===== src/core/bct_pkg.sv =====
// Package with register map, reset values and carriers for the bus condition timing block.
// Overview of operation
// - Writing one resets start/stop detectors.
// - Detector reset also clears bus occupied flag.
// - Glitch width field sets suppressed pulse width.
// - Prescale field, reset one, sets bus divider.
// - Filter control bit enables or bypasses filter.
// - Condition needs hold time above threshold.
// - Timing bits 7:6 reserved, read zero.
package bct_pkg;
    localparam logic [31:0] SHARED_CONTROL_ADDR     = 32'h4002_0850;
    localparam logic [31:0] BUS_TIMING_CONTROL_ADDR = 32'h4002_0854;
    localparam logic [31:0] STATUS_ADDR             = 32'h4002_0858;
    localparam logic [15:0] SHARED_CONTROL_RESET    = 16'h0000;
    localparam logic [15:0] BUS_TIMING_RESET        = 16'h0205;
    localparam int          DET_RESET_BIT           = 0;
    localparam int          GLITCH_LSB              = 12;
    localparam int          PRESCALE_LSB            = 9;
    localparam int          FILTER_BIT              = 8;
    localparam int          HOLD_LSB                = 0;
    localparam logic [15:0] TIMING_WRITE_MASK       = 16'hff3f;
    localparam int          STATUS_OCCUPIED_BIT     = 0;
    localparam int          STATUS_START_BIT        = 1;
    localparam int          STATUS_STOP_BIT         = 2;

    typedef struct packed {
        logic [3:0] glitch_width;
        logic [2:0] prescale;
        logic       filter_on;
        logic [5:0] hold_threshold;
    } bct_timing_t;

    typedef struct packed {
        logic scl;
        logic sda;
    } bct_lines_t;
endpackage


===== src/core/bct_condition_detect.sv =====
// Start and stop condition detector with hold-time qualification.
module bct_condition_detect (
    input  wire logic       clk,
    input  wire logic       rst_n,
    input  wire logic       det_reset,
    input  wire logic       scl,
    input  wire logic       sda,
    input  wire logic [5:0] hold_threshold,
    output logic            start_pulse,
    output logic            stop_pulse,
    output logic            occupied
);
    typedef enum logic [1:0] {IDLE, START_HOLD, STOP_HOLD} bct_det_state_t;
    bct_det_state_t state;
    logic           scl_d;
    logic           sda_d;
    logic [5:0]     hold_count;

    always_ff @(posedge clk or negedge rst_n) begin
        if (!rst_n) begin
            state       <= IDLE;
            scl_d       <= 1'b1;
            sda_d       <= 1'b1;
            hold_count  <= 6'h00;
            start_pulse <= 1'b0;
            stop_pulse  <= 1'b0;
        end else if (det_reset) begin
            state       <= IDLE;
            scl_d       <= scl;
            sda_d       <= sda;
            hold_count  <= 6'h00;
            start_pulse <= 1'b0;
            stop_pulse  <= 1'b0;
        end else begin
            scl_d       <= scl;
            sda_d       <= sda;
            start_pulse <= 1'b0;
            stop_pulse  <= 1'b0;
            unique case (state)
                IDLE: begin
                    hold_count <= 6'h00;
                    if (scl && sda_d && !sda) begin
                        state <= START_HOLD;
                    end else if (scl && !sda_d && sda) begin
                        state <= STOP_HOLD;
                    end
                end
                START_HOLD: begin
                    // A data rise under a high clock is a stop, so it must not be lost.
                    if (scl && sda) begin
                        state      <= STOP_HOLD;
                        hold_count <= 6'h00;
                    end else if (!scl) begin
                        state       <= IDLE;
                        start_pulse <= !sda && hold_count > hold_threshold;
                    end else if (hold_count != 6'h3f) begin
                        hold_count <= hold_count + 6'h01;
                    end
                end
                STOP_HOLD: begin
                    if (!scl) begin
                        state <= IDLE;
                    end else if (!sda) begin
                        state      <= START_HOLD;
                        hold_count <= 6'h00;
                    end else if (hold_count > hold_threshold) begin
                        state      <= IDLE;
                        stop_pulse <= 1'b1;
                    end else if (hold_count != 6'h3f) begin
                        hold_count <= hold_count + 6'h01;
                    end
                end
            endcase
        end
    end

    always_ff @(posedge clk or negedge rst_n) begin
        if (!rst_n) begin
            occupied <= 1'b0;
        end else if (det_reset || stop_pulse) begin
            occupied <= 1'b0;
        end else if (start_pulse) begin
            occupied <= 1'b1;
        end
    end
endmodule


===== src/core/bct_glitch_filter.sv =====
// Glitch filter for one bus line, with bypass.
module bct_glitch_filter (
    input  wire logic       clk,
    input  wire logic       rst_n,
    input  wire logic       line_in,
    input  wire logic       enable,
    input  wire logic [3:0] width,
    output logic            line_out
);
    logic [3:0] count;
    logic       held;

    always_ff @(posedge clk or negedge rst_n) begin
        if (!rst_n) begin
            held  <= 1'b1;
            count <= 4'h0;
        end else if (line_in == held) begin
            count <= 4'h0;
        end else if (count >= width) begin
            held  <= line_in;
            count <= 4'h0;
        end else begin
            count <= count + 4'h1;
        end
    end

    always_comb begin
        line_out = enable ? held : line_in;
    end
endmodule


===== src/core/bct_top.sv =====
// Top level of the bus condition timing block with its register port.
module bct_top (
    input  wire logic        CLK,
    input  wire logic        RESET_N,
    input  wire logic [31:0] ADDR,
    input  wire logic [15:0] WDATA,
    input  wire logic        WR,
    input  wire logic        RD,
    output logic      [15:0] RDATA,
    input  wire logic        SCL_IN,
    input  wire logic        SDA_IN,
    output logic      [2:0]  PRESCALE,
    output logic             BUS_OCCUPIED,
    output logic             START_DET,
    output logic             STOP_DET
);
    logic                rst_meta;
    logic                rst_n;
    logic [1:0]          scl_sync;
    logic [1:0]          sda_sync;
    logic [15:0]         shared_control;
    bct_pkg::bct_timing_t timing;
    bct_pkg::bct_lines_t filtered;
    logic                occupied;
    logic                start_pulse;
    logic                stop_pulse;

    always_ff @(posedge CLK or negedge RESET_N) begin
        if (!RESET_N) begin
            rst_meta <= 1'b0;
            rst_n    <= 1'b0;
        end else begin
            rst_meta <= 1'b1;
            rst_n    <= rst_meta;
        end
    end

    // Pins are asynchronous, so two flops precede the filter.
    always_ff @(posedge CLK or negedge rst_n) begin
        if (!rst_n) begin
            scl_sync <= 2'h3;
            sda_sync <= 2'h3;
        end else begin
            scl_sync <= {scl_sync[0], SCL_IN};
            sda_sync <= {sda_sync[0], SDA_IN};
        end
    end

    // Detector reset holds until software clears it.
    always_ff @(posedge CLK or negedge rst_n) begin
        if (!rst_n) begin
            shared_control <= bct_pkg::SHARED_CONTROL_RESET;
        end else if (WR && ADDR == bct_pkg::SHARED_CONTROL_ADDR) begin
            shared_control <= WDATA;
        end
    end

    always_ff @(posedge CLK or negedge rst_n) begin
        if (!rst_n) begin
            // The reserved pair is not stored, so the reset word is split around it.
            timing <= {bct_pkg::BUS_TIMING_RESET[15:8], bct_pkg::BUS_TIMING_RESET[5:0]};
        end else if (WR && ADDR == bct_pkg::BUS_TIMING_CONTROL_ADDR) begin
            timing <= {WDATA[15:8], WDATA[5:0]};
        end
    end

    bct_glitch_filter u_scl_filter (
        .clk      (CLK),
        .rst_n    (rst_n),
        .line_in  (scl_sync[1]),
        .enable   (timing.filter_on),
        .width    (timing.glitch_width),
        .line_out (filtered.scl)
    );

    bct_glitch_filter u_sda_filter (
        .clk      (CLK),
        .rst_n    (rst_n),
        .line_in  (sda_sync[1]),
        .enable   (timing.filter_on),
        .width    (timing.glitch_width),
        .line_out (filtered.sda)
    );

    bct_condition_detect u_detect (
        .clk            (CLK),
        .rst_n          (rst_n),
        .det_reset      (shared_control[bct_pkg::DET_RESET_BIT]),
        .scl            (filtered.scl),
        .sda            (filtered.sda),
        .hold_threshold (timing.hold_threshold),
        .start_pulse    (start_pulse),
        .stop_pulse     (stop_pulse),
        .occupied       (occupied)
    );

    // Outputs are registered copies; they lag the detector by one cycle.
    always_ff @(posedge CLK or negedge rst_n) begin
        if (!rst_n) begin
            PRESCALE     <= bct_pkg::BUS_TIMING_RESET[11:9];
            BUS_OCCUPIED <= 1'b0;
            START_DET    <= 1'b0;
            STOP_DET     <= 1'b0;
        end else begin
            PRESCALE     <= timing.prescale;
            BUS_OCCUPIED <= occupied;
            START_DET    <= start_pulse;
            STOP_DET     <= stop_pulse;
        end
    end

    // Read data stands only in the cycle after the strobe.
    always_ff @(posedge CLK or negedge rst_n) begin
        if (!rst_n) begin
            RDATA <= 16'h0000;
        end else if (RD) begin
            unique case (ADDR)
                bct_pkg::SHARED_CONTROL_ADDR:     RDATA <= {shared_control[15:1], 1'b0};
                bct_pkg::BUS_TIMING_CONTROL_ADDR: RDATA <= {timing[13:6], 2'b00, timing[5:0]};
                bct_pkg::STATUS_ADDR:             RDATA <= {13'h0000, stop_pulse, start_pulse, occupied};
                default:                          RDATA <= 16'h0000;
            endcase
        end else begin
            RDATA <= 16'h0000;
        end
    end
endmodule

===== config.mk =====
export PLATFORM = sky130hd
export DESIGN_NAME = bct_top
export DESIGN_NICKNAME = d
export VERILOG_FILES = /design/src/core/bct_pkg.sv /design/src/core/bct_condition_detect.sv /design/src/core/bct_glitch_filter.sv /design/src/core/bct_top.sv
export SDC_FILE = /design/constraint.sdc
export NUM_CORES = 1
export LEC_CHECK = 0
export ABC_AREA = 1
export BUFFER_PORTS_ARGS = -buffer_cell sky130_fd_sc_hd__clkbuf_2
export CORE_ASPECT_RATIO = 0.75
export CORE_MARGIN = 4
export CORE_UTILIZATION = 45
export DETAILED_ROUTE_END_ITERATION = 10
export PLACE_DENSITY_LB_ADDON = 0.3
export SETUP_SLACK_MARGIN = 0.5
export SYNTH_ARGS = -nofsm -noshare
export SYNTH_HDL_FRONTEND = slang
export SYNTH_SLANG_ARGS = --single-unit

===== constraint.sdc =====
create_clock -name CLK -period 4.5 [get_ports CLK]
set_clock_uncertainty 0.15 [all_clocks]
set_input_delay 0.675 -clock CLK [delete_from_list [all_inputs] [get_ports CLK]]
set_output_delay 0.675 -clock CLK [all_outputs]
set_load 0.02 [all_outputs]

==> impl_metrics.ini, run 1 <==
[pwr]
p_sw_mw = 0.364
combPwrFrac_pct = 5.7
switching_share_pct = 23.0
leakagePower_nw = 2.60
p_per_area_nw_per_um2 = 331
ir_worst_vdd_mv = 0.228
p_int_mw = 1.21
p_seq_share_pct = 48.8
clkPwrFrac_pct = 45.5
total_power_mw = 1.58

[worst_setup_path]
rrSetupSlack_ns = 2.45
critPathKind = input port to register
crit_path_end_kind = register
cp_max_fo = 23
path_cells = clkbuf_2, nor2_1, inv_1, nor3_4, nand2_2, nor2_2, o21ai_0
worstPathBufferInverterCount = 2
r2r_cells = 9
cp_slowest_stage_delay_ns = 0.66
startpoint_type = input port
r2r-end = u_detect.hold_count[2]
worstPathRequired_ns = 4.54
cp_data_arrival_time_ns = 2.64
reg2reg_from = timing[2]
critical-path-top-delay-family = simple AND/OR/NAND/NOR gates
crit_slowest_cell = nor2_2

[finish]
final_util_pct = 55.4
final_cell_mix = 121 x nand2_1, 75 x clkbuf_2, 68 x dfrtp_1, 67 x inv_1, 54 x nand3_1
finalNonFillerCells = 674
drive_gt1_share_pct = 20.7
fillers = 784
final_common_cell = nand2_1
antennaDiodeCount = 0
layout.nets = 635
areaGrowthSynthToFinish_pct = 18.3

[grt]
antenna_found_initial = 0
grt_use_met1_pct = 24.0
overflow = 0
grt.met3_usage_pct = 5.50
grt_busiest_layer = met2
grt_pass1_wl_um = 14900
grt_max_degree = 79
grt_pass1_vias = 3203
track_usage_pct = 17.8
use_met2_pct = 27.6

[min_path]
worst_hold_path_type = register to register
worstHoldEndpoint = rst_n
worstHoldStart = rst_meta
holdPathStages = 0

[yosys]
ys_async_sr_fraction_pct = 100
ys_warn_count = 0
avgSynthCellArea_um2 = 8.30
syn_area_um2 = 4030
syn-num-nets = 559
synth_edf_count = 0
ys_types = 29
ys_seq_area_share_pct = 50.1
yosys_most_used_dff = dfrtp_1
synthCells = 485
synth_seq_cells = 80

[floorplanning]
die-area_um2 = 10500
rows = 29
initial_core_util_pct = 46.8
ios = 76
dieWidth_um = 117
die_y_um = 89.9
core_region_area_um2 = 8600

[clock_network]
cts.sinks = 80
cts_root_buf = clkbuf_16
cts_buffers = 9
cts_resized = 0
clk_pin_slew_worst_paths_ns = 0.06
cts_hold_buf = 1
cts_tree = built
post_cts_buffers = 0
cts_max_level = 3
cts_buffer_depth = 2
clk_latency_ns = 0.34

[drt]
drtIter0Drc = 168
routed_wl_um = 8890
viasPerCell = 5.01
num_vias = 3379
avgRoutedWirePerCell_um = 13.2
drtPass1Iterations = 4
drc = 0
ant_nets = 0

[outcome]
status = complete, no violations

[timing]
setup_viol_count_final = 0
max_slew.worst_pin.slew_ns = 0.988
timing.final.crit_share_pct = 57.8
fmax_mhz = 385
finalHoldViolCount = 0
period_needed_ns = 2.60
setup_slack_ns = 1.90
slew_violations = 0
slew_headroom_pct = 34.1
rsz0062_at_grt = false
setup_tns_ns = 0

[flow_run]
maxCapViolations = 0

[place]
port_buffers = 75
hpwl_um = 6430
post-place-ws_ns = 1.59
gp_congestion = 0.864
dp_cells = 657
-- metrics by stage --
stage / instance area (um^2) / hold slack (ns)
final: 4760 / 0.203
after global routing: 4760 / 0.209
after CTS: 4760 / 0.203
after detailed placement: 4460 / 0.187
after global placement: 4460 / 0.187
after floorplan: 4030 / 0.181
-- state kept, by name, summed over array words and instances, names as in the netlist --
name                  flops
RDATA                    16
rst_meta                  1
u_detect.state            2
u_scl_filter.held         1
PRESCALE                  3
u_detect.hold_count       6
rst_n                     1
u_detect.start_pulse      1
BUS_OCCUPIED              1
STOP_DET                  1
shared_control           16
sda_sync                  2
u_sda_filter.held         1
scl_sync                  2
u_detect.sda_d            1
u_sda_filter.count        4
timing                   14
u_scl_filter.count        4
u_detect.stop_pulse       1
u_detect.occupied         1
START_DET                 1
-- synthesized netlist by cell type, drive strengths merged, types with 4 or more instances --
cell	count	area share (%)
a21oi	4	0.50
dfstp	11	7.2
ha	20	6.2
xnor2	4	0.87
o21ai	41	5.1
nor2	51	5.7
nor3	10	1.5
dfrtp	69	43
nand4	7	1.1
nand2	124	12
buf	9	1.8
inv	67	6.2
nand3	54	6.7
-- per-layer routing --
layer / routed length, um / vias up / share of wire (%)
met5: 0 / - / 0
met4: 87 / 0 / 0.98
met3: 701 / 10 / 7.9
met2: 3990 / 113 / 45
met1: 4110 / 1553 / 46
li1: - / 1703 / -
-- how the worst max path moves through the flow --
stage	from	endpoint	slack [ns]	cells after the start
floorplan	rst_n	BUS_OCCUPIED	1.98	0
global placement	ADDR[1]	timing[1]	1.77	7
detailed placement	ADDR[1]	timing[3]	1.59	7
CTS	ADDR[1]	timing[3]	1.94	7
global route	ADDR[1]	timing[1]	1.70	7
finish	ADDR[1]	timing[3]	1.90	7
-- cell families after synthesis --
kind of cell	share of synthesized area, %
and+or+nand+nor	27.6
adders and majority gates	6.22
other	0.0931
xor gates and xnor gates	1.31
buffers and inverters	8.36
DFF	50.1
AOI/OAI and AO/OA	6.34
-- power by group through the flow --
stage / logic, mW / clock network (mW) / registers (mW)
5_1_grt: 0.105 / 0.763 / 0.774
4_1_cts: 0.0905 / 0.734 / 0.770
6_report: 0.0899 / 0.719 / 0.769
3_3_place_gp: 0.0849 / 0 / 0.781
3_5_place_dp: 0.0896 / 0 / 0.783
2_1_floorplan: 0.0531 / 0 / 0.774
-- area by class of cell --
type | instances | area, um^2 | area share (%)
sequential | 80 | 2020 | 42.4
multi-input combinational | 326 | 1670 | 35.1
timing repair buffer | 77 | 393 | 8.25
inverter | 67 | 251 | 5.28
clock buffer | 11 | 233 | 4.88
tap | 108 | 135 | 2.84
clock inverter | 5 | 58.8 | 1.23
Power figures use the tool's default switching activity.
==> inputs of run 2 (changes only) <==
--- a/config.mk
+++ b/config.mk
@@ -5,7 +5,7 @@
 export SDC_FILE = /design/constraint.sdc
 export NUM_CORES = 1
 export LEC_CHECK = 0
-export ABC_AREA = 1
+export ABC_AREA = 0
 export BUFFER_PORTS_ARGS = -buffer_cell sky130_fd_sc_hd__clkbuf_2
 export CORE_ASPECT_RATIO = 0.75
 export CORE_MARGIN = 4
==> constraint.sdc (replaced) <==
create_clock -name CLK -period 2.35 [get_ports CLK]
set_clock_uncertainty 0.15 [all_clocks]
set_input_delay 0.3525 -clock CLK [delete_from_list [all_inputs] [get_ports CLK]]
set_output_delay 0.3525 -clock CLK [all_outputs]
set_load 0.02 [all_outputs]
==> run 2 against run 1 <==
Count of clock-buffer cells in the layout shrank 2. Routed wire length is 9.2% lower. Non-clock buffer count rose by 29. Combinational power rose to 6.8 times the previous value. Critical path depth unchanged. Register-to-register slack worse by 2.2 ns. Sequential power rose by 92%. Via count down 21%. Die area decreased by 6.4%. Synthesized cell count fell by 38%. Cell area rose by 3.1%. Critical path type is now register to register.
==> impl_metrics.ini, run 2 <==
[outcome]
status = complete, no violations

[drt]
wl_met2_um = 3810
highest-signal-layer = met4
routed_wl_um = 8070
ant_nets = 0
dr_wl_met3_um = 319
drc = 0
drtIter0Drc = 119
avgRoutedWirePerCell_um = 15.5
num_vias = 2678
wl_met1_um = 3810
viasPerCell = 5.14
drtPass1Iterations = 4

[yosys]
muxShareOfSynthArea_pct = 14.2
synth_top_area_share_pct = 46.1
ys_types = 48
yosys-top-cells-count = 69 x dfrtp_1, 25 x nor2_1, 20 x ha_1, 20 x mux2_4, 19 x inv_1
yosysTopAreaCell = dfrtp_1
avgSynthCellArea_um2 = 12.5
synth_xor_area_share_pct = 1.40
syn_area_um2 = 3750
yosys.cell_count.top_type = dfrtp_1
synthAdderAreaFrac_pct = 6.68
synth_compound_area_share_pct = 8.28
synth_edf_count = 0
ys_async_sr_fraction_pct = 100
ys_seq_area_share_pct = 53.8
syn-num-nets = 374
yosys_most_used_dff = dfrtp_1
synth_top_family_by_area = multiplexers
synthCells = 300
synth_seq_cells = 80
netlist_top_cells_area = dfrtp_1 46%, mux2_4 8.0%, dfstp_2 7.7%, ha_1 6.7%, mux2_2 4.8%
ys_warn_count = 0
synthSimpleGateAreaFrac_pct = 12.6

[timing]
finalHoldViolCount = 0
setup_tns_ns = 0
max_slew.worst_pin.slew_ns = 0.570
slew_headroom_pct = 62.0
slew_violations = 0
timing.final.crit_share_pct = 90.4
setup_viol_count_final = 0
fmax_mhz = 471
setup_slack_ns = 0.225
period_needed_ns = 2.12
rsz0062_at_grt = true

[min_path]
worstHoldEndpoint = shared_control[7]
worstHoldStart = WDATA[7]
holdPathStages = 2
worst_hold_path_type = input port to register

[floorplanning]
initial_core_util_pct = 46.9
ios = 76
die_y_um = 87.0
dieWidth_um = 113
rows = 28
die-area_um2 = 9870
core_region_area_um2 = 7990

[finish]
fin_area_um2 = 4910
final_cell_mix = 75 x clkbuf_2, 66 x dfrtp_1, 24 x mux2_4, 24 x buf_4, 22 x nor2_1
reg_top3 = RDATA x16, shared_control x16, timing x14
seq_area_um2 = 2020
layout.nets = 485
areaGrowthSynthToFinish_pct = 31.1
final_common_cell = clkbuf_2
multiInputGateArea_um2 = 1820
drive_gt1_share_pct = 49.0
antennaDiodeCount = 0
fillers = 652

[place]
port_buffers = 75
gp_congestion = 0.833
post-place-ws_ns = 0.111
hpwl_um = 5810
postPlaceCellArea_um2 = 4420

[worst_setup_path]
r2r-end = u_detect.hold_count[0]
startpoint_type = register
crit_path_end_kind = register
critPathKind = register to register
worstPathRequired_ns = 2.45
rrSetupSlack_ns = 0.23
cp_data_arrival_time_ns = 2.22
r2r_cells = 7
cp_max_fo = 4
reg2reg_from = u_detect.hold_count[3]

[pwr]
p_per_area_nw_per_um2 = 642
total_power_mw = 3.16
leakagePower_nw = 2.48
ir_worst_vdd_mv = 0.427

[clock_network]
cts_buffer_depth = 2
cts_max_level = 3
cts.sinks = 80
clk_latency_ns = 0.35
cts_tree = built
cts_root_buf = clkbuf_8
cts_buffers = 9
clk_pin_slew_worst_paths_ns = 0.09

[grt]
grt_pass1_wl_um = 13200
overflow = 0
antenna_found_initial = 0
track_usage_pct = 17.2
grt_pass1_vias = 2753
grt_max_degree = 26

[flow_run]
maxCapViolations = 0
run 2: final cells by class:
| class | count | share of cell area, % |
|---|---|---|
| Sequential cell | 80 | 41.1 |
| Multi-Input combinational cell | 195 | 37.1 |
| Timing Repair Buffer | 106 | 13.4 |
| Tap cell | 105 | 2.68 |
| Clock buffer | 9 | 2.52 |
| Clock inverter | 7 | 1.73 |
| Inverter | 19 | 1.45 |
run 2: worst max-delay path by stage:
stage / startpoint / end / slack (ns) / cells after the start
finish: u_detect.hold_count[3] / u_detect.hold_count[0] / 0.23 / 7
global route: timing[4] / u_detect.hold_count[0] / 0.14 / 8
CTS: timing[2] / u_detect.state[1] / 0.25 / 7
detailed placement: ADDR[26] / shared_control[12] / 0.11 / 6
global placement: ADDR[18] / shared_control[12] / 0.17 / 6
floorplan: timing[2] / u_detect.state[1] / 0.29 / 7
run 2: power breakdown:
group	internal, mW	switching [mW]	total, mW
registers	1.43	0.0507	1.48
logic	0.293	0.320	0.612
clock network	0.512	0.545	1.06
run 2: routing by layer:
layer  global-route usage (%)  up-vias
met2                     27.0       46
met3                     3.96       13
li1                         -     1285
met1                     23.7     1334
met5                        0        -
met4                     6.00        0
run 2: worst max-delay path, cell delays in order (launching register included):
cell	delay, ns
dfrtp_1	0.45
ha_1	0.34
and4_4	0.18
o21a_1	0.13
o2111ai_2	0.20
nand2_2	0.12
o21bai_1	0.19
mux2_4	0.27
run 2: cell families (layout without fill, tap and decap cells):
logic type | Yosys count | after routing
other | 1 | 1
xor gates and xnor gates | 6 | 6
AOI/OAI and AO/OA | 45 | 45
DFF | 80 | 80
adders and majority gates | 20 | 20
muxes | 41 | 41
and+or+nand+nor | 82 | 82
buffers and inverters | 25 | 141
run 2: repair_timing:
action | 4_1_cts | 5_1_grt
hold endpoints to repair | 4 | 0
pin swaps | 11 | 12
resized for setup | 7 | 19
endpoints found under the setup margin | 18 | 28
setup buffers | 12 | 5
hold buffers | 3 | 0
run 2: through the flow:
step,std cells,utilization [%],hold slack [ns]
2_1_floorplan,300,-,-0.0931
6_report,521,61.5,0.0788
3_3_place_gp,485,55.3,-0.0131
3_5_place_dp,485,55.3,-0.00896
4_1_cts,516,60.1,0.0605
5_1_grt,521,61.5,0.0614
